<file path="src/hdl/spcc_pkg.sv">
package spcc_pkg;
   localparam int unsigned SPCC_ADDR_W = 6;
   // register byte offsets within the socket space
   localparam logic [5:0] SPCC_FORCE_OFFS = 6'h0c;
   localparam logic [5:0] SPCC_CTRL_OFFS = 6'h10;
   localparam logic [5:0] SPCC_PEER_OFFS = 6'h14;
   localparam logic [31:0] SPCC_CTRL_RESET = 32'h0000_0400;
   // control field positions
   localparam int unsigned SPCC_PRG_LSB = 0;
   localparam int unsigned SPCC_SUP_LSB = 4;
   localparam int unsigned SPCC_STOP_BIT = 7;
   localparam int unsigned SPCC_VEN_BIT = 9;
   localparam int unsigned SPCC_STDM_BIT = 10;
   localparam int unsigned SPCC_ACT_BIT = 11;
   // force-event bits that touch this register
   localparam int unsigned SPCC_FRC_YV_BIT = 13;
   localparam int unsigned SPCC_FRC_XV_BIT = 12;
   localparam int unsigned SPCC_FRC_3V_BIT = 11;
   localparam int unsigned SPCC_FRC_5V_BIT = 10;
   localparam int unsigned SPCC_REINT_BIT = 14;
   // supply codes
   localparam logic [2:0] SPCC_V_OFF = 3'h0;
   localparam logic [2:0] SPCC_V_12 = 3'h1;
   localparam logic [2:0] SPCC_V_5 = 3'h2;
   localparam logic [2:0] SPCC_V_33 = 3'h3;
   localparam logic [2:0] SPCC_V_XX = 3'h4;
   localparam logic [2:0] SPCC_V_YY = 3'h5;
   // card capability vector: {yy, xx, 3v3, 5v}
   localparam logic [3:0] SPCC_CAP_NONE = 4'h0;
endpackage : spcc_pkg

</file>
<file path="src/hdl/spcc_top.sv">
`timescale 1ns/1ps
// Contract
// - bits 31..12 all read zero, writes ignored
// - bit 8 reads zero, writes to it change nothing
// - bit 3 reads zero
// - bit 11 is one when either socket has video enabled
// - bit 10 is one while the standard video model enable is clear
// - bit 9 enables the video path for this socket
// - stop policy 0: stop clock only if idle and host clock stopping
// - stop policy 1: stop clock whenever socket idle
// - card supply codes 000 off,010 5V,011 3.3V,100 X.X,101 Y.Y; others reserved
// - program supply codes 000 off,001 12V,010,011,100,101; 110,111 reserved
// - apply voltages the inserted card accepts, refuse others; a refusal of either code holds both last applied codes, even for the accepted field
// - register at offset 10h, 32 bits, reset 0000_0400h
// - forced voltage capability write disables this register until reinterrogation
// - reinterrogate bit re-probes card and re-enables this register
module spcc_top (
   input wire logic clk_i,                 // bus clock, 10 MHz
   input wire logic rst_i,                 // synchronous reset, active high
   input wire logic ce_i,                  // clock enable, freezes state when low
   input wire logic wb_cyc_i,              // wishbone cycle
   input wire logic wb_stb_i,              // wishbone strobe
   input wire logic wb_we_i,               // wishbone write
   input wire logic [5:0] wb_adr_i,        // byte address
   input wire logic [3:0] wb_sel_i,        // byte lanes
   input wire logic [31:0] wb_dat_i,       // write data
   output logic [31:0] wb_dat_o,           // read data
   output logic wb_ack_o,                  // acknowledge
   output logic wb_err_o,                  // unmapped address answer
   input wire logic std_video_model_enable_i, // diagnostic model enable bit
   input wire logic [3:0] card_cap_i,      // pin: probed {yy, xx, 3v3, 5v}
   input wire logic socket_idle_i,         // card side idle
   input wire logic host_clk_stopping_i,   // host clock-run preparing to stop
   output logic card_clock_stop_ok_o,      // card clock may be stopped/slowed
   output logic video_path_enable_o,       // this socket's video path on
   output logic [2:0] card_supply_o,       // applied card supply code
   output logic [2:0] program_supply_o,    // applied program supply code
   output logic supply_refused_o,          // last request was refused
   output logic ctrl_disabled_o            // register locked by forced capability
);
   logic [3:0] cap_meta_reg;
   logic [3:0] cap_sync_reg;
   logic [2:0] card_supply_request_reg;
   logic [2:0] program_supply_request_reg;
   logic card_clock_stop_policy_reg;
   logic socket_video_enable_reg;
   logic peer_video_enable_reg;
   logic ctrl_disabled_reg;
   logic [3:0] card_cap_reg;
   logic [2:0] card_supply_reg;
   logic [2:0] program_supply_reg;
   logic refused_reg;
   logic stop_ok_reg;
   logic ack_reg;
   logic err_reg;
   logic [31:0] rdata_reg;

   wire req = wb_cyc_i & wb_stb_i & ~ack_reg & ~err_reg;
   wire hit_ctrl = wb_adr_i == spcc_pkg::SPCC_CTRL_OFFS;
   wire hit_force = wb_adr_i == spcc_pkg::SPCC_FORCE_OFFS;
   wire hit_peer = wb_adr_i == spcc_pkg::SPCC_PEER_OFFS;
   wire mapped = hit_ctrl | hit_force | hit_peer;
   wire wr_ctrl = req & wb_we_i & hit_ctrl & ~ctrl_disabled_reg;
   wire wr_force = req & wb_we_i & hit_force;
   wire wr_peer = req & wb_we_i & hit_peer & wb_sel_i[0];
   wire wr_ctrl_lo = wr_ctrl & wb_sel_i[0];
   wire wr_ctrl_hi = wr_ctrl & wb_sel_i[1];
   wire [2:0] new_card = wb_dat_i[spcc_pkg::SPCC_SUP_LSB +: 3];
   wire [2:0] new_prog = wb_dat_i[spcc_pkg::SPCC_PRG_LSB +: 3];
   wire reint = wr_force & wb_sel_i[1] & wb_dat_i[spcc_pkg::SPCC_REINT_BIT];
   // forced capabilities live in bits 13..10 of force event
   wire [3:0] forced_cap = {wb_dat_i[spcc_pkg::SPCC_FRC_YV_BIT],
      wb_dat_i[spcc_pkg::SPCC_FRC_XV_BIT], wb_dat_i[spcc_pkg::SPCC_FRC_3V_BIT],
      wb_dat_i[spcc_pkg::SPCC_FRC_5V_BIT]};
   wire force_cap = wr_force & wb_sel_i[1] & (|forced_cap);
   wire card_ok;
   wire prog_ok;
   wire [3:0] cap_next = reint ? cap_sync_reg :
      (force_cap ? (card_cap_reg | forced_cap) : card_cap_reg);

   spcc_volt_check u_card_chk (
      .code_i(card_supply_request_reg),
      .allow_12_i(1'b0),
      .cap_i(card_cap_reg),
      .ok_o(card_ok)
   );
   spcc_volt_check u_prog_chk (
      .code_i(program_supply_request_reg),
      .allow_12_i(1'b1),
      .cap_i(card_cap_reg),
      .ok_o(prog_ok)
   );

   wire both_ok = card_ok & prog_ok;
   wire stop_ok_next = socket_idle_i &
      (card_clock_stop_policy_reg | host_clk_stopping_i);

   // read value: reserved bits stay zero
   logic [31:0] ctrl_view;
   always_comb begin
      ctrl_view = 32'h0000_0000;
      ctrl_view[spcc_pkg::SPCC_ACT_BIT] = socket_video_enable_reg | peer_video_enable_reg;
      ctrl_view[spcc_pkg::SPCC_STDM_BIT] = ~std_video_model_enable_i;
      ctrl_view[spcc_pkg::SPCC_VEN_BIT] = socket_video_enable_reg;
      ctrl_view[spcc_pkg::SPCC_STOP_BIT] = card_clock_stop_policy_reg;
      ctrl_view[spcc_pkg::SPCC_SUP_LSB +: 3] = card_supply_request_reg;
      ctrl_view[spcc_pkg::SPCC_PRG_LSB +: 3] = program_supply_request_reg;
   end
   wire [31:0] peer_view = {31'h0000_0000, peer_video_enable_reg};
   // force event is write-only, so it reads zero
   wire [31:0] rdata_next = hit_ctrl ? ctrl_view : (hit_peer ? peer_view : 32'h0000_0000);

   // capability pins come from the card side, so synchronise first
   always_ff @(posedge clk_i) begin
      if (rst_i) begin
         cap_meta_reg <= spcc_pkg::SPCC_CAP_NONE;
         cap_sync_reg <= spcc_pkg::SPCC_CAP_NONE;
      end else if (ce_i) begin
         cap_meta_reg <= card_cap_i;
         cap_sync_reg <= cap_meta_reg;
      end
   end

   always_ff @(posedge clk_i) begin
      if (rst_i) begin
         ack_reg <= 1'b0;
         err_reg <= 1'b0;
         rdata_reg <= 32'h0000_0000;
      end else if (ce_i) begin
         ack_reg <= req & mapped;
         err_reg <= req & ~mapped;
         if (req) begin
            rdata_reg <= rdata_next;
         end
      end
   end

   // control fields, reset to off per the default word
   always_ff @(posedge clk_i) begin
      if (rst_i) begin
         card_supply_request_reg <= spcc_pkg::SPCC_CTRL_RESET[spcc_pkg::SPCC_SUP_LSB +: 3];
         program_supply_request_reg <= spcc_pkg::SPCC_CTRL_RESET[spcc_pkg::SPCC_PRG_LSB +: 3];
         card_clock_stop_policy_reg <= spcc_pkg::SPCC_CTRL_RESET[spcc_pkg::SPCC_STOP_BIT];
         socket_video_enable_reg <= spcc_pkg::SPCC_CTRL_RESET[spcc_pkg::SPCC_VEN_BIT];
         peer_video_enable_reg <= 1'b0;
      end else if (ce_i) begin
         if (wr_ctrl_lo) begin
            card_supply_request_reg <= new_card;
            program_supply_request_reg <= new_prog;
            card_clock_stop_policy_reg <= wb_dat_i[spcc_pkg::SPCC_STOP_BIT];
         end
         if (wr_ctrl_hi) begin
            socket_video_enable_reg <= wb_dat_i[spcc_pkg::SPCC_VEN_BIT];
         end
         if (wr_peer) begin
            peer_video_enable_reg <= wb_dat_i[0];
         end
      end
   end

   // lock and capability: reinterrogation wins over a forced bit in the same write
   always_ff @(posedge clk_i) begin
      if (rst_i) begin
         ctrl_disabled_reg <= 1'b0;
         card_cap_reg <= spcc_pkg::SPCC_CAP_NONE;
      end else if (ce_i) begin
         card_cap_reg <= cap_next;
         if (reint) begin
            ctrl_disabled_reg <= 1'b0;
         end else if (force_cap) begin
            ctrl_disabled_reg <= 1'b1;
         end
      end
   end

   // supply outputs follow the requests only when the card accepts them
   always_ff @(posedge clk_i) begin
      if (rst_i) begin
         card_supply_reg <= spcc_pkg::SPCC_V_OFF;
         program_supply_reg <= spcc_pkg::SPCC_V_OFF;
         refused_reg <= 1'b0;
         stop_ok_reg <= 1'b0;
      end else if (ce_i) begin
         stop_ok_reg <= stop_ok_next;
         refused_reg <= ~both_ok;
         if (both_ok) begin
            card_supply_reg <= card_supply_request_reg;
            program_supply_reg <= program_supply_request_reg;
         end
      end
   end

   assign wb_dat_o = rdata_reg;
   assign wb_ack_o = ack_reg;
   assign wb_err_o = err_reg;
   assign card_clock_stop_ok_o = stop_ok_reg;
   assign video_path_enable_o = socket_video_enable_reg;
   assign card_supply_o = card_supply_reg;
   assign program_supply_o = program_supply_reg;
   assign supply_refused_o = refused_reg;
   assign ctrl_disabled_o = ctrl_disabled_reg;
endmodule : spcc_top

</file>
<file path="src/hdl/spcc_volt_check.sv">
`timescale 1ns/1ps
// combinational decode of one supply request against card capability
module spcc_volt_check (
   input wire logic [2:0] code_i,     // requested code
   input wire logic allow_12_i,       // 12 V code legal in this field
   input wire logic [3:0] cap_i,      // {yy, xx, 3v3, 5v} card can take
   output logic ok_o                  // request may be applied
);
   always_comb begin
      case (code_i)
         spcc_pkg::SPCC_V_OFF: ok_o = 1'b1;
         spcc_pkg::SPCC_V_12: ok_o = allow_12_i;
         spcc_pkg::SPCC_V_5: ok_o = cap_i[0];
         spcc_pkg::SPCC_V_33: ok_o = cap_i[1];
         spcc_pkg::SPCC_V_XX: ok_o = cap_i[2];
         spcc_pkg::SPCC_V_YY: ok_o = cap_i[3];
         default: ok_o = 1'b0;
      endcase
   end
endmodule : spcc_volt_check
</file>
<file path="config.mk">
export PLATFORM = sky130hd
export DESIGN_NAME = spcc_top
export DESIGN_NICKNAME = d
export VERILOG_FILES = /design/src/hdl/spcc_pkg.sv /design/src/hdl/spcc_top.sv /design/src/hdl/spcc_volt_check.sv
export SDC_FILE = /design/constraint.sdc
export NUM_CORES = 1
export LEC_CHECK = 0
export ABC_AREA = 1
export BUFFER_PORTS_ARGS = -buffer_cell sky130_fd_sc_hd__buf_2
export CAP_MARGIN = 20
export CORE_MARGIN = 2
export CORE_UTILIZATION = 39
export CTS_CLUSTER_SIZE = 24
export DETAILED_ROUTE_END_ITERATION = 10
export PLACE_DENSITY = 0.79
export SYNTH_ARGS = -nofsm -noshare
export SYNTH_HDL_FRONTEND = slang
export SYNTH_SLANG_ARGS = --single-unit
</file>
<file path="constraint.sdc">
create_clock -name clk_i -period 2.1 [get_ports clk_i]
set_input_delay 0.63 -clock clk_i [delete_from_list [all_inputs] [get_ports clk_i]]
set_output_delay 0.63 -clock clk_i [all_outputs]
set_load 0.02 [all_outputs]
</file>
# Word-level counts from Yosys, hierarchy flattened
# Index checks and enable logic that the tools add are counted.
# totals
reg_bits,64
input_bits,55
output_inout_bits,44
wordCells,76
# classes
n_eq_ne,12
n_mux,8
bitwise,29
reduce_logical,11
# op_table
cell,n
$and 1x1->1,18
$eq 3x2->1 const B,4
$eq 3x3->1 const B,4
$eq 6x5->1 const B,2
$mux 12,1
$reduce_and 2->1,6
$pmux 1 s5,2
$mux 4,2
$eq 6x4->1 const B,1
$logic_not 3->1,2
$not 1->1,6
$or 1x1->1,4
$or 4x4->4,1
$reduce_or 4->1,1
$eq 3x1->1 const B,1
$mux 1,3
$reduce_bool 2->1,1
$reduce_or 2->1,1

# Depth between registers and ports, before layout
# depth
word_depth,9
mapped_depth,10
ltp_nobuf,10

# Hierarchy
# Synthesis repeated with hierarchy kept, for this count alone.
# hier_totals
hier_cells,308
hier_area_um2,2104.5
# modules_own_cells
module,instances,cells_each,area_each_um2,seq_area_each_um2
spcc_top,1,278,1979.4,840.8
spcc_volt_check,2,15,62.6,0.0

# Worst setup path before layout
# Ideal clock, no wire load.
# synth_timing
path_kind,in2reg
from,input wb_adr_i[5]
to,register card_cap_reg[0]
setup_time_ns,0.113
arrival_ns,1.445
required_time_ns,1.987
slack_ns,0.543
cell_stages,8
n_path_buf,0
cell_sequence,nor2_2 nand2_2 nor2_1 nand2_1 nor2_4 nand2_1 nor2_1 nor2_1
# synth_between
elab_chain_len,6
elab_cells_between_ends,8
classes_between,eq/ne: 1; mux: 1; bitwise: 4; reduce/logical: 2
# synth_rtl
element,line_no,rtl
"start, declared",spcc_top.sv:24,"input wire logic [5:0] wb_adr_i,"
$eq 6x4->1 (*),spcc_top.sv:60,wire hit_force = wb_adr_i == spcc_pkg::SPCC_FORCE_OFFS;
$and 1x1->1 (*),spcc_top.sv:64,wire wr_force = req & wb_we_i & hit_force;
$and 1x1->1 (*),"spcc_top.sv:70, spcc_top.sv:75",
$and 1x1->1 (on tied branches),"spcc_top.sv:70, spcc_top.sv:75",
$reduce_bool 2->1 (no source line),n/a,
$reduce_and 2->1 (no source line),n/a,
"end signal, assigned",spcc_top.sv:165,card_cap_reg <= spcc_pkg::SPCC_CAP_NONE;
"end signal, assigned",spcc_top.sv:167,card_cap_reg <= cap_next;
"end, declared",spcc_top.sv:49,logic [3:0] card_cap_reg;
# Mark *: on every way between the ends. The rest lies on a longest branch, timed or not.
# A chain may end at the register's enable or synchronous reset.

# Final worst setup path
# layout_timing
from,register ctrl_disabled_reg (netlist: ctrl_disabled_o)
to,output ctrl_disabled_o
# layout_rtl
element,line_no,rtl
"start, declared",spcc_top.sv:48,logic ctrl_disabled_reg;
"start signal, assigned",spcc_top.sv:164,ctrl_disabled_reg <= 1'b0;
"start signal, assigned",spcc_top.sv:169,ctrl_disabled_reg <= 1'b0;
"start signal, assigned",spcc_top.sv:171,ctrl_disabled_reg <= 1'b1;
"end, declared",spcc_top.sv:39,output logic ctrl_disabled_o
# No word-level cell between the ends.

==> flow_metrics.tcl <==
set metrics [dict create \
    status "complete, no violations" \
    final-hold-violation-count 0 \
    antenna_found_initial 0 \
    num_antenna_cells 0 \
    grt-ovfl-total 0 \
    firstDrtPassIters 5 \
    cts_made_buffers 5 \
    startpoint "ctrl_disabled_o" \
    cts_max_path_buffers 2 \
    die_w_um 76.71 \
    syn_area_per_cell_um2 6.717 \
    fmax_mhz 663.0 \
    synth_top_area_share 0.4078 \
    routed_via_density 4.399 \
    cts_max_level 2 \
    die-area_mm2 0.005884 \
    synth_top_cell_by_area "dfxtp_1" \
    core.rowCount 26 \
    ys_ff_latch 42 \
    largest_reg_flops 10 \
    yosys-top-cells-area "dfxtp_1 (41%), nand2_1 (15%), nor2_1 (11%), buf_4 (8.4%), inv_1 (5.1%)" \
    path_cells "buf_2" \
    fin_nets 418 \
    critPathMaxStageDelay_ns 0.39 \
    hp-class "reg -> reg" \
    wl_per_cell_um 10.12 \
    tns_ns 0 \
    synth_edf_count 0 \
    finalSetupViolCount 0 \
    fin_cells 434 \
    area_growth_pct 17.17 \
    p_switching_uw 385.3 \
    clockRootBuffer "clkbuf_8" \
    critPathRequiredTime_ns 1.47 \
    arrival_ns 0.88 \
    r2r-start "wb_err_o" \
    maxCapViolCount 0 \
    final-max-slew-violation-count 0 \
    combPwrFrac 0.111 \
    seq_power_share 0.542 \
    hold_start "wb_dat_o[10]" \
    drc 0 \
    drtIter0Drc 72 \
    postRouteAntennaNets 0 \
    vias 1909 \
    rsz0062_at_grt "no" \
    dp.cells 426 \
    p_per_area_mw_per_mm2 628.5 \
    period_share 0.7182 \
    first_global_vias 1780 \
    grt_usage 0.1589 \
    cp_top_family "flip-flops" \
    start_kind "flop" \
    cts_hold_buf 0 \
    ir_drop_v 0.0003298 \
    grt_pass1_wl_um 7652 \
    fin_util 0.4731 \
    timing.critical_path.buf_inv 1 \
    synthArstFlopShare 0 \
    p_leak_nw 1.274 \
    rrSetupSlack_ns 0.76 \
    yosysUniqueCellTypes 19 \
    clkTransAtPathRegs_ns 0.08 \
    place_congestion 0.8116 \
    portBuffers 55 \
    fp.coreArea_mm2 0.005107 \
    layout-drive-gt1-share 0.2143 \
    period_needed_ns 1.508 \
    slowest_stage "dfxtp_1" \
    wl_um 4392 \
    hpwl_um 3277 \
    crit_type "reg -> out" \
    postCtsSetupBuffers 0 \
    synth_area_mm2 0.002062 \
    clock_skew_ns 0.006229 \
    yosysWarnings 0 \
    seq_area_frac_synth 0.4078 \
    synthFlopType "dfxtp_1" \
    numClockSinks 42 \
    initial_core_util 0.4037 \
    die_y_um 76.71 \
    cell_internal_pwr_mw 1.133 \
    cts-resized-gates 0 \
    swShare 0.2537 \
    pwr-share-clk 0.348 \
    clock_latency_ns 0.29 \
    syn_inst 307 \
    cp_max_fo 3 \
    end_kind "output pin" \
    grt_max_degree 32 \
    cts_tree "yes" \
    io_pins 99 \
]
placed cells by master (no fill, tap or decap):
| master | netlist | routed |
|---|---|---|
| nand3_2 | 1 | 1 |
| conb_1 | 1 | 22 |
| clkbuf_1 | 6 | 1 |
| nand2_1 | 84 | 84 |
| nor2_2 | 3 | 3 |
| dfxtp_1 | 42 | 42 |
| nor2_4 | 4 | 4 |
| nand2_2 | 1 | 1 |
| buf_2 | 2 | 55 |
| nand4_1 | 2 | 2 |
| nand3_1 | 14 | 14 |
| nand2_4 | 2 | 2 |
| buf_4 | 23 | 5 |
| nor2_1 | 58 | 58 |
| inv_1 | 28 | 28 |
| nand3b_1 | 1 | 1 |
| a21oi_1 | 20 | 20 |
| o21ai_0 | 14 | 14 |
| clkbuf_8 | 0 | 6 |
| clkinv_2 | 0 | 1 |
routing by layer:
layer | up-vias | routed length, um | share of wire | track usage
met3 | 6 | 256 | 0.058 | 0.03882
met4 | 0 | 53 | 0.012 | 0.06000
li1 | 1008 | - | - | -
met5 | - | 0 | 0 | 0
met1 | 832 | 1909 | 0.43 | 0.1862
met2 | 63 | 2173 | 0.49 | 0.2789
area by class of cell:
class / instances / area (um2)
Timing Repair Buffer: 60 / 312.8
Clock inverter: 1 / 5.005
Tap cell: 70 / 87.58
Fill cell: 544 / 2691
Sequential cell: 42 / 840.8
Clock buffer: 7 / 86.33
Multi-Input combinational cell: 226 / 978.4
Inverter: 28 / 105.1
synth_stat cells (3+ instances only):
master and n:
o21ai_0 14, nor2_1 58, nand2_1 84, inv_1 28
buf_4 23, clkbuf_1 6, nor2_4 4, dfxtp_1 42
a21oi_1 20, nor2_2 3, nand3_1 14
per-stage QoR:
step	total power, mW	worst slack (ns)	hold WS [ns]	area, um2
after floorplan	0.9821	0.5425	0.4489	2141
after global placement	1.007	0.3819	0.4503	2325
after detailed placement	1.009	0.3612	0.4537	2325
after CTS	1.534	0.5790	0.4658	2416
after global routing	1.589	0.4816	0.4841	2416
final	1.519	0.5918	0.4639	2416
kinds of logic (layout without fill, tap and decap cells):
family / after synthesis / count (layout) / share of synthesized area
AOI/OAI and AO/OA: 34 / 34 / 0.08253
and+or+nand+nor: 170 / 170 / 0.3519
DFF: 42 / 42 / 0.4078
other: 1 / 22 / 0.001819
buffers and inverters: 60 / 96 / 0.1559
worst paths after layout:
kind / end / depth (start not counted)
worst max-delay path: ctrl_disabled_o / 1
worst min-delay path: wb_dat_o[10] / 2
worst max register to register: wb_dat_o[11] / 6
worst min register to register: wb_dat_o[10] / 2
power by group through the flow:
stage / sequential (mW) / clock, mW / combinational [mW]
after global routing: 0.825 / 0.575 / 0.189
final: 0.823 / 0.528 / 0.168
after global placement: 0.841 / 0 / 0.166
after detailed placement: 0.841 / 0 / 0.168
after CTS: 0.823 / 0.543 / 0.169
after floorplan: 0.850 / 0 / 0.132
Power figures use the tool's default switching activity.
